[config.mk]
export PLATFORM = sky130hd
export DESIGN_NAME = ibr_top
export DESIGN_NICKNAME = d
export VERILOG_FILES = /design/src/ibr_pkg.sv /design/src/ibr_sync.sv /design/src/ibr_top.sv
export SDC_FILE = /design/constraint.sdc
export NUM_CORES = 1
export LEC_CHECK = 0
export BUFFER_PORTS_ARGS = -buffer_cell sky130_fd_sc_hd__clkbuf_2
export CELL_PAD_IN_SITES_DETAIL_PLACEMENT = 0
export CELL_PAD_IN_SITES_GLOBAL_PLACEMENT = 1
export CORE_MARGIN = 5
export CORE_UTILIZATION = 35
export DETAILED_ROUTE_END_ITERATION = 6
export PLACE_DENSITY_LB_ADDON = 0.1
export REMOVE_ABC_BUFFERS = 1
export SYNTH_ARGS = -nofsm -noshare
export SYNTH_HDL_FRONTEND = slang
export SYNTH_SLANG_ARGS = --single-unit
[constraint.sdc]
create_clock -name core_clk -period 2.05 [get_ports core_clk]
set_clock_uncertainty 0.15 [all_clocks]
set_input_delay 0.1025 -clock core_clk [delete_from_list [all_inputs] [get_ports core_clk]]
set_output_delay 0.1025 -clock core_clk [all_outputs]
set_load 0.02 [all_outputs]
[src/ibr_pkg.sv]
// package: register map, status codes, timing and types of the i2c byte controller
package ibr_pkg;
    localparam logic [3:0] OFS_CTRL = 4'h0;
    localparam logic [3:0] OFS_STAT = 4'h4;
    localparam logic [3:0] OFS_DATA = 4'h8;
    localparam logic [3:0] OFS_OWN = 4'hC;
    localparam logic [7:0] CTRL_RST = 8'h00;
    localparam logic [7:0] OWN_RST = 8'h00;
    localparam logic [7:0] DATA_RST = 8'h00;
    localparam logic [7:0] GC_ADDR = 8'h00;
    localparam logic [7:0] ST_START = 8'h08;
    localparam logic [7:0] ST_RSTART = 8'h10;
    localparam logic [7:0] ST_MT_AACK = 8'h18;
    localparam logic [7:0] ST_MT_ANACK = 8'h20;
    localparam logic [7:0] ST_MT_DACK = 8'h28;
    localparam logic [7:0] ST_MT_DNACK = 8'h30;
    localparam logic [7:0] ST_ARB = 8'h38;
    localparam logic [7:0] ST_AACK = 8'h40;
    localparam logic [7:0] ST_ANACK = 8'h48;
    localparam logic [7:0] ST_DACK = 8'h50;
    localparam logic [7:0] ST_DNACK = 8'h58;
    localparam logic [7:0] ST_SR_OWN = 8'h60;
    localparam logic [7:0] ST_SR_ARB = 8'h68;
    localparam logic [7:0] ST_SR_DACK = 8'h80;
    localparam logic [7:0] ST_SR_DNACK = 8'h88;
    localparam logic [7:0] ST_SR_GC = 8'hD0;
    localparam logic [7:0] ST_SR_GCARB = 8'hD8;
    localparam logic [7:0] ST_IDLE = 8'hF8;
    localparam int CLK_NS = 40;
    localparam int SCL_HALF_NS = 160;
    localparam int SCL_HALF_CYC = (SCL_HALF_NS + CLK_NS - 1) / CLK_NS;
    localparam logic [3:0] SCL_HALF_LAST = 4'(SCL_HALF_CYC - 1);
    typedef struct packed {
        logic scl;
        logic sda;
    } ibr_pins_t;
    typedef struct packed {
        logic ack_en;
        logic ena;
        logic begin_req;
        logic halt;
        logic si;
        logic [1:0] unused;
        logic mode;
    } ibr_ctrl_t;
    typedef struct packed {
        logic en;
        logic [7:0] code;
    } ibr_post_t;
    typedef enum logic [3:0] {
        M_IDLE = 4'h0,
        M_START = 4'h1,
        M_WAIT = 4'h3,
        M_LOW = 4'h2,
        M_HIGH = 4'h6,
        M_RS1 = 4'h7,
        M_RS2 = 4'h5,
        M_STOP1 = 4'h4,
        M_STOP2 = 4'hC,
        M_STOP3 = 4'hD
    } ibr_mst_t;
endpackage

[src/ibr_sync.sv]
// two-stage synchroniser for the bus pins
`timescale 1ns/1ps
`default_nettype none
module ibr_sync #(
    parameter int W = 2
) (
    input wire logic clk,
    input wire logic rst,
    input wire logic ce,
    input wire logic [W-1:0] d,
    output logic [W-1:0] q
);
    logic [W-1:0] meta_r;
    logic [W-1:0] q_r;
    always_ff @(posedge clk) begin
        if (rst) begin
            meta_r <= '1;
            q_r <= '1;
        end else if (ce) begin
            meta_r <= d;
            q_r <= meta_r;
        end
    end
    assign q = q_r;
endmodule // ibr_sync
`default_nettype wire

[src/ibr_top.sv]
// i2c byte-mode controller: avalon registers, master engine and bus watcher
//
// The Avalon-MM slave port and the address map were chosen for this implementation.
`timescale 1ns/1ps
`default_nettype none
module ibr_top (
    input wire logic core_clk,
    input wire logic sys_rst,
    input wire logic ce,
    input wire logic [3:0] avs_address,
    input wire logic avs_read,
    input wire logic avs_write,
    input wire logic [31:0] avs_writedata,
    input wire logic [3:0] avs_byteenable,
    output logic [31:0] avs_readdata,
    output logic avs_waitrequest,
    input wire ibr_pkg::ibr_pins_t pin_in,
    output var ibr_pkg::ibr_pins_t pin_out,
    output var ibr_pkg::ibr_pins_t pin_oe_n
);
    import ibr_pkg::*;

    function automatic logic half_done(input logic [3:0] c);
        return c == SCL_HALF_LAST;
    endfunction

    ibr_pins_t pin_s;
    ibr_sync #(.W(2)) u_sync (
        .clk(core_clk),
        .rst(sys_rst),
        .ce(ce),
        .d(pin_in),
        .q(pin_s)
    );

    // register group
    ibr_ctrl_t ctrl_r, ctrl_nxt;
    logic [7:0] own_r, own_nxt, data_r, data_nxt, status_r, status_nxt;
    logic [31:0] rdata_r, rdata_nxt;
    logic ack_r, ack_nxt, wr_commit;
    // master group
    ibr_mst_t m_st_r, m_nxt;
    logic [3:0] cnt_r, cnt_nxt, bit_r, bit_nxt;
    logic first_r, first_nxt, tx_r, tx_nxt, wr_r, wr_nxt, rep_r, rep_nxt;
    logic m_sda_r, msda_nxt, m_scl_r, mscl_nxt;
    ibr_post_t post_m, post_w;
    logic ld_m, ld_w, clr_halt, lost_set;
    // watcher group
    logic scl_q_r, sda_q_r, busy_r, busy_nxt;
    logic [3:0] w_cnt_r, wcnt_nxt;
    logic [7:0] w_sh_r, wsh_nxt, s_code_r, scode_nxt;
    logic w_first_r, wfirst_nxt, s_addr_r, saddr_nxt, s_ack_r, sack_nxt;
    logic s_pend_r, spend_nxt, w_lost_r, wlost_nxt;
    logic rise, fall, start_ev, stop_ev, hit_own, hit_gc;

    // one wait state: the read mux is registered so data stand at the release edge
    assign avs_waitrequest = (avs_read | avs_write) & ~ack_r;
    assign wr_commit = avs_write & ack_r & avs_byteenable[0];
    assign avs_readdata = rdata_r;

    always_comb begin
        ctrl_nxt = ctrl_r;
        own_nxt = own_r;
        data_nxt = data_r;
        status_nxt = status_r;
        rdata_nxt = rdata_r;
        ack_nxt = (avs_read | avs_write) & ~ack_r;
        if (clr_halt) begin
            ctrl_nxt.halt = 1'b0;
        end
        if (wr_commit) begin
            case (avs_address)
                OFS_CTRL: begin
                    ctrl_nxt = ibr_ctrl_t'(avs_writedata[7:0]);
                    ctrl_nxt.unused = 2'b00;
                    ctrl_nxt.si = 1'b0;
                end
                OFS_DATA: data_nxt = avs_writedata[7:0];
                OFS_OWN: own_nxt = avs_writedata[7:0];
                default: ;
            endcase
        end
        if (ld_m | ld_w) begin
            data_nxt = w_sh_r;
        end
        // a posted event wins over a clearing write in the same cycle
        if (post_m.en | post_w.en) begin
            ctrl_nxt.si = 1'b1;
            status_nxt = post_m.en ? post_m.code : post_w.code;
        end
        if (avs_read & ~ack_r) begin
            case (avs_address)
                OFS_CTRL: rdata_nxt = {24'h00_0000, ctrl_r};
                OFS_STAT: rdata_nxt = {24'h00_0000, status_r};
                OFS_DATA: rdata_nxt = {24'h00_0000, data_r};
                OFS_OWN: rdata_nxt = {24'h00_0000, own_r};
                default: rdata_nxt = 32'h0000_0000;
            endcase
        end
    end

    always_ff @(posedge core_clk) begin
        if (sys_rst) begin
            ctrl_r <= ibr_ctrl_t'(CTRL_RST);
            own_r <= OWN_RST;
            data_r <= DATA_RST;
            status_r <= ST_IDLE;
            rdata_r <= 32'h0000_0000;
            ack_r <= 1'b0;
        end else if (ce) begin
            ctrl_r <= ctrl_nxt;
            own_r <= own_nxt;
            data_r <= data_nxt;
            status_r <= status_nxt;
            rdata_r <= rdata_nxt;
            ack_r <= ack_nxt;
        end
    end

    // master engine: scl is generated here, stretching honoured in high phases
    always_comb begin
        m_nxt = m_st_r;
        cnt_nxt = cnt_r + 4'h1;
        bit_nxt = bit_r;
        first_nxt = first_r;
        tx_nxt = tx_r;
        wr_nxt = wr_r;
        rep_nxt = rep_r;
        msda_nxt = m_sda_r;
        mscl_nxt = m_scl_r;
        post_m = '0;
        ld_m = 1'b0;
        clr_halt = 1'b0;
        lost_set = 1'b0;
        case (m_st_r)
            M_IDLE: begin
                cnt_nxt = 4'h0;
                msda_nxt = 1'b0;
                mscl_nxt = 1'b0;
                rep_nxt = 1'b0;
                if (ctrl_r.begin_req && !busy_r && !ctrl_r.si) begin
                    m_nxt = M_START;
                end
            end
            M_START: begin
                msda_nxt = 1'b1;
                if (half_done(cnt_r)) begin
                    m_nxt = M_WAIT;
                    mscl_nxt = 1'b1;
                    first_nxt = 1'b1;
                    post_m = '{en: 1'b1, code: rep_r ? ST_RSTART : ST_START};
                end
            end
            M_WAIT: begin
                cnt_nxt = 4'h0;
                mscl_nxt = 1'b1;
                if (!ctrl_r.si) begin
                    bit_nxt = 4'h0;
                    m_nxt = M_LOW;
                    if (first_r) begin
                        tx_nxt = 1'b1;
                    end else if (status_r == ST_AACK || status_r == ST_DACK) begin
                        tx_nxt = 1'b0;
                    end else if (ctrl_r.halt) begin
                        m_nxt = M_STOP1;
                    end else if (ctrl_r.begin_req) begin
                        m_nxt = M_RS1;
                    end else begin
                        tx_nxt = wr_r;
                    end
                end
            end
            M_LOW: begin
                mscl_nxt = 1'b1;
                if (bit_r[3]) begin
                    msda_nxt = !tx_r && ctrl_r.ack_en;
                end else begin
                    msda_nxt = tx_r && !data_r[~bit_r[2:0]];
                end
                if (half_done(cnt_r)) begin
                    m_nxt = M_HIGH;
                    cnt_nxt = 4'h0;
                    mscl_nxt = 1'b0;
                end
            end
            M_HIGH: begin
                if (!pin_s.scl) begin
                    cnt_nxt = 4'h0;
                end else if (half_done(cnt_r)) begin
                    cnt_nxt = 4'h0;
                    // released a bit we own yet the line reads low
                    if (!m_sda_r && !pin_s.sda && (bit_r[3] != tx_r)) begin
                        m_nxt = M_IDLE;
                        msda_nxt = 1'b0;
                        if (first_r && !bit_r[3]) begin
                            lost_set = 1'b1;
                        end else begin
                            post_m = '{en: 1'b1, code: ST_ARB};
                        end
                    end else if (!bit_r[3]) begin
                        bit_nxt = bit_r + 4'h1;
                        m_nxt = M_LOW;
                        mscl_nxt = 1'b1;
                    end else begin
                        m_nxt = M_WAIT;
                        mscl_nxt = 1'b1;
                        first_nxt = 1'b0;
                        post_m.en = 1'b1;
                        if (first_r) begin
                            wr_nxt = !data_r[0];
                            if (data_r[0]) begin
                                post_m.code = pin_s.sda ? ST_ANACK : ST_AACK;
                            end else begin
                                post_m.code = pin_s.sda ? ST_MT_ANACK : ST_MT_AACK;
                            end
                        end else if (tx_r) begin
                            post_m.code = pin_s.sda ? ST_MT_DNACK : ST_MT_DACK;
                        end else begin
                            ld_m = 1'b1;
                            post_m.code = m_sda_r ? ST_DACK : ST_DNACK;
                        end
                    end
                end
            end
            M_RS1: begin
                mscl_nxt = 1'b1;
                msda_nxt = 1'b0;
                if (half_done(cnt_r)) begin
                    m_nxt = M_RS2;
                    cnt_nxt = 4'h0;
                    mscl_nxt = 1'b0;
                end
            end
            M_RS2: begin
                if (!pin_s.scl) begin
                    cnt_nxt = 4'h0;
                end else if (half_done(cnt_r)) begin
                    m_nxt = M_START;
                    cnt_nxt = 4'h0;
                    rep_nxt = 1'b1;
                end
            end
            M_STOP1: begin
                mscl_nxt = 1'b1;
                msda_nxt = 1'b1;
                if (half_done(cnt_r)) begin
                    m_nxt = M_STOP2;
                    cnt_nxt = 4'h0;
                    mscl_nxt = 1'b0;
                end
            end
            M_STOP2: begin
                if (!pin_s.scl) begin
                    cnt_nxt = 4'h0;
                end else if (half_done(cnt_r)) begin
                    m_nxt = M_STOP3;
                    cnt_nxt = 4'h0;
                    msda_nxt = 1'b0;
                    clr_halt = 1'b1;
                end
            end
            M_STOP3: begin
                if (half_done(cnt_r)) begin
                    m_nxt = M_IDLE;
                end
            end
            default: m_nxt = M_IDLE;
        endcase
        if (!ctrl_r.ena) begin
            m_nxt = M_IDLE;
            msda_nxt = 1'b0;
            mscl_nxt = 1'b0;
        end
    end

    always_ff @(posedge core_clk) begin
        if (sys_rst) begin
            m_st_r <= M_IDLE;
            cnt_r <= 4'h0;
            bit_r <= 4'h0;
            first_r <= 1'b0;
            tx_r <= 1'b0;
            wr_r <= 1'b0;
            rep_r <= 1'b0;
            m_sda_r <= 1'b0;
            m_scl_r <= 1'b0;
        end else if (ce) begin
            m_st_r <= m_nxt;
            cnt_r <= cnt_nxt;
            bit_r <= bit_nxt;
            first_r <= first_nxt;
            tx_r <= tx_nxt;
            wr_r <= wr_nxt;
            rep_r <= rep_nxt;
            m_sda_r <= msda_nxt;
            m_scl_r <= mscl_nxt;
        end
    end

    // bus watcher: always shifts, even with ack enable low, so re-enabling acts at once
    assign rise = pin_s.scl & ~scl_q_r;
    assign fall = ~pin_s.scl & scl_q_r;
    assign start_ev = pin_s.scl & scl_q_r & sda_q_r & ~pin_s.sda;
    assign stop_ev = pin_s.scl & scl_q_r & ~sda_q_r & pin_s.sda;
    assign hit_own = ctrl_r.ack_en && w_sh_r[7:1] == own_r[7:1] && !w_sh_r[0];
    assign hit_gc = ctrl_r.ack_en && own_r[0] && w_sh_r == GC_ADDR;

    always_comb begin
        busy_nxt = busy_r;
        wcnt_nxt = w_cnt_r;
        wsh_nxt = w_sh_r;
        scode_nxt = s_code_r;
        wfirst_nxt = w_first_r;
        saddr_nxt = s_addr_r;
        sack_nxt = s_ack_r;
        spend_nxt = s_pend_r;
        wlost_nxt = w_lost_r;
        post_w = '0;
        ld_w = 1'b0;
        if (start_ev || stop_ev) begin
            busy_nxt = start_ev;
            // the scl fall that closes a start carries no bit, so it must not be counted
            wcnt_nxt = 4'hf;
            wfirst_nxt = 1'b1;
            saddr_nxt = 1'b0;
            sack_nxt = 1'b0;
            spend_nxt = 1'b0;
            wlost_nxt = w_lost_r & start_ev;
        end else if (fall && w_cnt_r == 4'hf) begin
            wcnt_nxt = 4'h0;
        end else if (rise && !w_cnt_r[3]) begin
            wsh_nxt = {w_sh_r[6:0], pin_s.sda};
        end else if (fall && w_cnt_r[3]) begin
            wcnt_nxt = 4'h0;
            wfirst_nxt = 1'b0;
            sack_nxt = 1'b0;
            spend_nxt = 1'b0;
            if (s_pend_r) begin
                post_w = '{en: 1'b1, code: s_code_r};
                ld_w = !w_first_r;
                saddr_nxt = s_ack_r;
            end
        end else if (fall) begin
            wcnt_nxt = w_cnt_r + 4'h1;
            if (w_cnt_r == 4'h7 && ctrl_r.ena && m_st_r == M_IDLE) begin
                if (w_first_r && (hit_own || hit_gc)) begin
                    sack_nxt = 1'b1;
                    spend_nxt = 1'b1;
                    wlost_nxt = 1'b0;
                    if (w_lost_r) begin
                        scode_nxt = hit_gc ? ST_SR_GCARB : ST_SR_ARB;
                    end else begin
                        scode_nxt = hit_gc ? ST_SR_GC : ST_SR_OWN;
                    end
                end else if (w_first_r && w_lost_r) begin
                    post_w = '{en: 1'b1, code: ST_ARB};
                    wlost_nxt = 1'b0;
                end else if (!w_first_r && s_addr_r) begin
                    sack_nxt = ctrl_r.ack_en;
                    spend_nxt = 1'b1;
                    scode_nxt = ctrl_r.ack_en ? ST_SR_DACK : ST_SR_DNACK;
                end
            end
        end
        if (lost_set) begin
            wlost_nxt = 1'b1;
        end
        if (!ctrl_r.ena) begin
            saddr_nxt = 1'b0;
            sack_nxt = 1'b0;
            spend_nxt = 1'b0;
            wlost_nxt = 1'b0;
        end
    end

    always_ff @(posedge core_clk) begin
        if (sys_rst) begin
            scl_q_r <= 1'b1;
            sda_q_r <= 1'b1;
            busy_r <= 1'b0;
            w_cnt_r <= 4'h0;
            w_sh_r <= 8'h00;
            s_code_r <= ST_IDLE;
            w_first_r <= 1'b0;
            s_addr_r <= 1'b0;
            s_ack_r <= 1'b0;
            s_pend_r <= 1'b0;
            w_lost_r <= 1'b0;
        end else if (ce) begin
            scl_q_r <= pin_s.scl;
            sda_q_r <= pin_s.sda;
            busy_r <= busy_nxt;
            w_cnt_r <= wcnt_nxt;
            w_sh_r <= wsh_nxt;
            s_code_r <= scode_nxt;
            w_first_r <= wfirst_nxt;
            s_addr_r <= saddr_nxt;
            s_ack_r <= sack_nxt;
            s_pend_r <= spend_nxt;
            w_lost_r <= wlost_nxt;
        end
    end

    // open drain: only ever pull low
    assign pin_out = '0;
    assign pin_oe_n.scl = ~(m_scl_r | (ctrl_r.si & s_addr_r));
    assign pin_oe_n.sda = ~(m_sda_r | s_ack_r);
endmodule // ibr_top
`default_nettype wire

## Yosys cells after proc, flatten, opt, wreduce, memory -nomap -nowiden

Index checks and enable logic that the tools add are counted.

| word-level totals | value |
|---|---|
| register bits after elaboration | 113 |
| bits of input ports | 47 |
| word-level logic and storage cells | 372 |

| cells by class | value |
|---|---|
| add/sub/neg operators | 3 |
| magnitude comparators | 1 |
| eq/ne operators | 65 |
| multiplexer cells | 163 |
| bitwise logic cells | 32 |
| reductions and logical operators | 74 |

Operator list:

| cell | number |
|---|---|
| $mux 9 | 15 |
| $mux 4 | 29 |
| $mux 8 | 11 |
| $mux 1 | 86 |
| $ne 3x3->1 const B | 15 |
| $reduce_and 7->1 | 6 |
| $pmux 4 s10 | 1 |
| $pmux 8 s4 | 1 |
| $eq 4x3->1 const B | 6 |
| $eq 4x4->1 const B | 5 |
| $mux 5 | 4 |
| $ne 2x2->1 const B | 10 |
| $logic_and 1x1->1 | 19 |
| $pmux 9 s2 | 1 |
| $reduce_bool 2->1 | 9 |
| $eq 8x7->1 const B | 2 |
| $ne 4x1->1 const B | 4 |
| $reduce_and 3->1 | 5 |
| $mux 7 | 2 |
| $reduce_and 14->1 | 1 |
| $and 1x1->1 | 13 |
| $not 1->1 | 13 |
| $add 4x1->4 const B | 3 |
| $eq 4x2->1 const B | 3 |
| other kinds (34) | 74 |

## Longest topological paths before layout

| depth | value |
|---|---|
| depth after elaboration | 15 |
| gate-level depth with buffers | 9 |

## Modules after synthesis

Synthesis repeated with hierarchy kept, for this count alone.

| second synthesis, totals | value |
|---|---|
| cell total of the unflattened synthesis | 596 |
| area, all modules | 4,883.4 um2 |

By module, submodules not included:

| module | instances | cells an instance | area an instance (um2) | sequential area each (um2) |
|---|---|---|---|---|
| ibr_top | 1 | 584 | 4,743.3 | 1,581.5 |
| ibr_sync | 1 | 12 | 140.1 | 80.1 |

## Least setup slack after synthesis

No wires, ideal clock.

| timing | value |
|---|---|
| path type | reg2reg |
| start | register cnt_r[0] |
| end | register data_r[5] |
| data arrival time | 2.026 ns |
| required time | 1.821 ns |
| setup slack | -0.205 ns |
| cell stages (with the launch flop) | 10 |
| cells stage by stage | dfxtp_1 > ha_1 > nor3b_4 > nand4_2 > o32ai_2 > buf_4 > o2bb2ai_2 > buf_6 > nor2_1 > a211oi_2 |

| on the way | value |
|---|---|
| word-level cells in the longest chain between the ends | 7 |
| elaborated cells between the ends (all ways) | 9 |
| those cells by class | eq/ne (1); mux (4); bitwise (1); reduce/logical (3) |

RTL lines:

| item | line | source |
|---|---|---|
| from (decl) | ibr_top.sv:43 | `logic [3:0] cnt_r, cnt_nxt, bit_r, bit_nxt;` |
| from (signal assigned) | ibr_top.sv:289 | `cnt_r <= cnt_nxt;` |
| $eq 4x2->1 (*) | ibr_top.sv:24 | `return c == SCL_HALF_LAST;` |
| $mux 1 (*) | ibr_top.sv:189 | `end else if (half_done(cnt_r)) begin` |
| $mux 1 (*) | ibr_top.sv:187 | `if (!pin_s.scl) begin` |
| $mux 1 (*) | ibr_top.sv:135 | `case (m_st_r)` |
| $or 1x1->1 (*) | ibr_top.sv:83 | `if (ld_m \| ld_w) begin` |
| $reduce_bool 2->1 (no line) | - |  |
| $reduce_and 3->1 (no line) | - |  |
| to (signal assigned) | ibr_top.sv:113 | `data_r <= data_nxt;` |
| to (decl) | ibr_top.sv:38 | `logic [7:0] own_r, own_nxt, data_r, data_nxt, status_r, status_nxt;` |

Mark *: on every way between the ends. The rest lies on a longest branch, timed or not.
A chain may end at the register's enable or synchronous reset.

## Worst setup path in the final report

| timing | value |
|---|---|
| start | register cnt_r[1] |
| end | register m_st_r[1] |

| on the way | value |
|---|---|
| word-level cells in the longest chain between the ends | 3 |
| elaborated cells between the ends (all ways) | 10 |
| those cells by class | eq/ne (9); reduce/logical (1) |

RTL lines:

| item | line | source |
|---|---|---|
| $eq 4x2->1 (*) | ibr_top.sv:24 |  |
| $ne 3x3->1 (no line) | - |  |
| $reduce_and 14->1 (no line) (*) | - |  |
| to (signal assigned) | ibr_top.sv:288 | `m_st_r <= m_nxt;` |
| to (decl) | ibr_top.sv:42 | `ibr_mst_t m_st_r, m_nxt;` |

Marks and branches as above.

==> impl_metrics.json <==
{
  "status": "finished, violations left",
  "violations": "setup timing",
  "yosysUniqueCellTypes": 76,
  "grt_pass1_vias": 4686,
  "drtIter0Drc": 309,
  "ys_ff_latch": 83,
  "syn_inst": 597,
  "max_cap_viol_count": 0,
  "synth_top_area_share_pct": 34.1,
  "clock_sinks": 83,
  "synth_area_leaders": "dfxtp_1 34%, mux2i_1 5.3%, nand2_1 5.3%",
  "path_cells": "ha_4 > nor3b_4 > buf_6 > o21ai_2 > a32o_2 > a221oi_4 > buf_6 > nand3_2 > o31ai_2",
  "h-tree-depth": 3,
  "critPathMaxStageDelay_ns": 0.43,
  "worstSetupEndpointType": "register",
  "layout_common_cells": "100 x buf_4, 70 x dfxtp_1, 68 x nand2_1",
  "insertion_delay_ns": 0.35,
  "required_ns": 2.17,
  "synth_ff_type": "dfxtp_1",
  "final.setup.worst_slack_ns": -0.116,
  "num_vias": 4935,
  "fin_crit_ns": 2.17,
  "layout_worst_path_cycle_share_pct": 106,
  "cts_buffer_depth": 2,
  "final_cell_area_um2": 6840,
  "rows": 43,
  "postPlaceCellArea_um2": 5750,
  "portBuffers": 30,
  "grt_max_degree": 81,
  "async_flop_share_pct": 0,
  "power.leakage_nw": 2.68,
  "yosysSeqAreaShare_pct": 34.1,
  "worstMarginPinSlew_ns": 0.495,
  "cp_data_arrival_time_ns": 2.29,
  "drive_above_1_share_pct": 34.9,
  "critPathTopFamily": "compound AO/OA/AOI/OAI gates",
  "relSlewSlack_pct": 66.1,
  "avgSynthCellArea_um2": 8.17,
  "power_w": 0.00366,
  "path_buf_inv": 2,
  "dieHeight_um": 128,
  "final_hold_viol_count": 0,
  "whs_ns": 0.0305,
  "crit_fanout": 6,
  "critPathLaunchType": "register",
  "grt_pass1_wl_um": 25600,
  "layout_commonest_cell": "buf_4",
  "wl_um": 16600,
  "cpMostUsedCell": "buf_6",
  "max_freq_mhz": 462,
  "clk_pin_slew_worst_paths_ns": 0.06,
  "vdd_drop_max_v": 0.000535,
  "drcViolationCount": 0,
  "yosysWarnings": 0,
  "grt_util_all_layers_pct": 20.0,
  "hold_path_class": "input port to register",
  "antenna_found_initial": 0,
  "ioPinCount": 84,
  "cts_buffers": 9,
  "drtAntennaViolNets": 0,
  "gp_congestion": 0.871,
  "rsz0062_at_grt": "yes",
  "place_hpwl_um": 11700,
  "final_nets": 787,
  "cts_root_buffer": "clkbuf_16",
  "slew_viol_final": 0,
  "core_area_um2": 13800,
  "yosysTopAreaCell": "dfxtp_1",
  "crit_type": "register to register",
  "n_antenna_cell": 0,
  "area_delta_synth_final_pct": 40.3,
  "start_util_pct": 35.4,
  "crit_slowest_cell": "a221oi_4",
  "first_pass_iters": 4,
  "power.density_nw_per_um2": 536,
  "grt_remaining_overflow": 0,
  "setup_viol_count_final": 29,
  "synth_edf_count": 0,
  "wl_per_cell_um": 18.0,
  "tritoncts": "yes",
  "syn_area_um2": 4880,
  "via_per_inst": 5.36,
  "die_w_um": 128,
  "dieArea_um2": 16400
}
-- final cells by class --
class,instances,area [um^2]
fill,1363,6930
multi-input combinational,461,3260
sequential,83,1680
timing repair buffer,165,1310
clock buffer,9,225
tap,180,225
clock inverter,7,76.3
inverter,15,56.3
-- logic make-up (layout without fill, tap and decap cells) --
kind of cell	count (synthesis)	in the layout	synth area share (%)
simple gates	233	233	23.6
compound gates	152	152	21.8
flops	83	83	34.1
buf+inv	78	196	8.41
mux	35	35	9.03
xor+xnor	10	10	1.80
fa+ha+maj	5	5	1.28
other cells	1	26	0.0769
-- synthesized netlist by cell type, types with 3 or more instances --
cell / n
ha_1: 5
a211o_1: 4
o211ai_1: 3
o21a_1: 4
nand3b_1: 6
mux2i_1: 26
buf_1: 4
nand2b_1: 5
nor4_1: 9
buf_2: 6
o2111ai_1: 4
mux4_2: 7
xnor2_1: 3
buf_4: 27
nand3_1: 20
dfxtp_1: 83
nand2_1: 69
nor3_1: 17
clkbuf_1: 24
xor2_1: 7
a211oi_1: 14
o21ai_0: 27
nand4_1: 4
nor2_1: 64
nor2b_1: 8
and3_1: 7
o311ai_0: 4
a21oi_1: 45
inv_1: 13
a22oi_1: 10
a31oi_1: 8
-- final timing paths --
| check | start | endpoint | slack [ns] | depth (start not counted) |
|---|---|---|---|---|
| worst max-delay path | cnt_r[1] | m_st_r[1] | -0.12 | 9 |
| worst min-delay path | avs_read | ack_r | 0.03 | 5 |
| worst max register to register | cnt_r[1] | m_st_r[1] | -0.12 | 9 |
| worst min register to register | ctrl_r[0] | ctrl_r[0] | 0.32 | 2 |
-- report_power, final --
group | internal, W | total (W) | switching [W]
clock | 0.000955 | 0.00168 | 0.000726
combinational | 0.000121 | 0.000335 | 0.000214
sequential | 0.00163 | 0.00165 | 0.0000196
-- worst min-delay path: cells and delay by family --
kind	cells	cell delay (ns)
buf+inv	1	0.09
simple gates	3	0.21
mux	1	0.09
-- routing by layer --
metal	GRT usage [%]	vias up	share of wire (%)
met5	0	-	0
met4	6.18	0	2.0
met3	4.13	21	4.1
met2	31.3	122	46
met1	27.6	2388	47
li1	-	2404	-
-- stage by stage --
| step | worst slack [ns] | util (%) | cells | TNS, ns |
|---|---|---|---|---|
| 6_report | -0.116 | 49.7 | 920 | -1.43 |
| 2_1_floorplan | -0.577 | - | 559 | -5.94 |
| 3_3_place_gp | -0.222 | 41.8 | 867 | -4.19 |
| 4_1_cts | -0.0996 | 47.3 | 911 | -0.850 |
| 3_5_place_dp | -0.223 | 41.8 | 867 | -5.15 |
| 5_1_grt | -0.221 | 49.7 | 920 | -4.36 |
-- sequential cells by signal, indices dropped and copies added, names as in the netlist, 2 cells and up --
register and count:
w_cnt_r 4, bit_r 4, u_sync.meta_r 2, m_st_r 4, ctrl_r 6, data_r 8
status_r 5, avs_readdata 8, cnt_r 4, own_r 8, u_sync.q 2, w_sh_r 8
s_code_r 5
-- what timing repair did --
action                                  in CTS  in global routing
buffers inserted                            18                 11
endpoints found under the setup margin      36                 37
pin swaps                                   27                 28
hold endpoints to repair                    20                  0
cloned                                       0                  0
resized for setup                           54                 62
hold buffers                                10                  0
(Power assumes the default switching activity.)
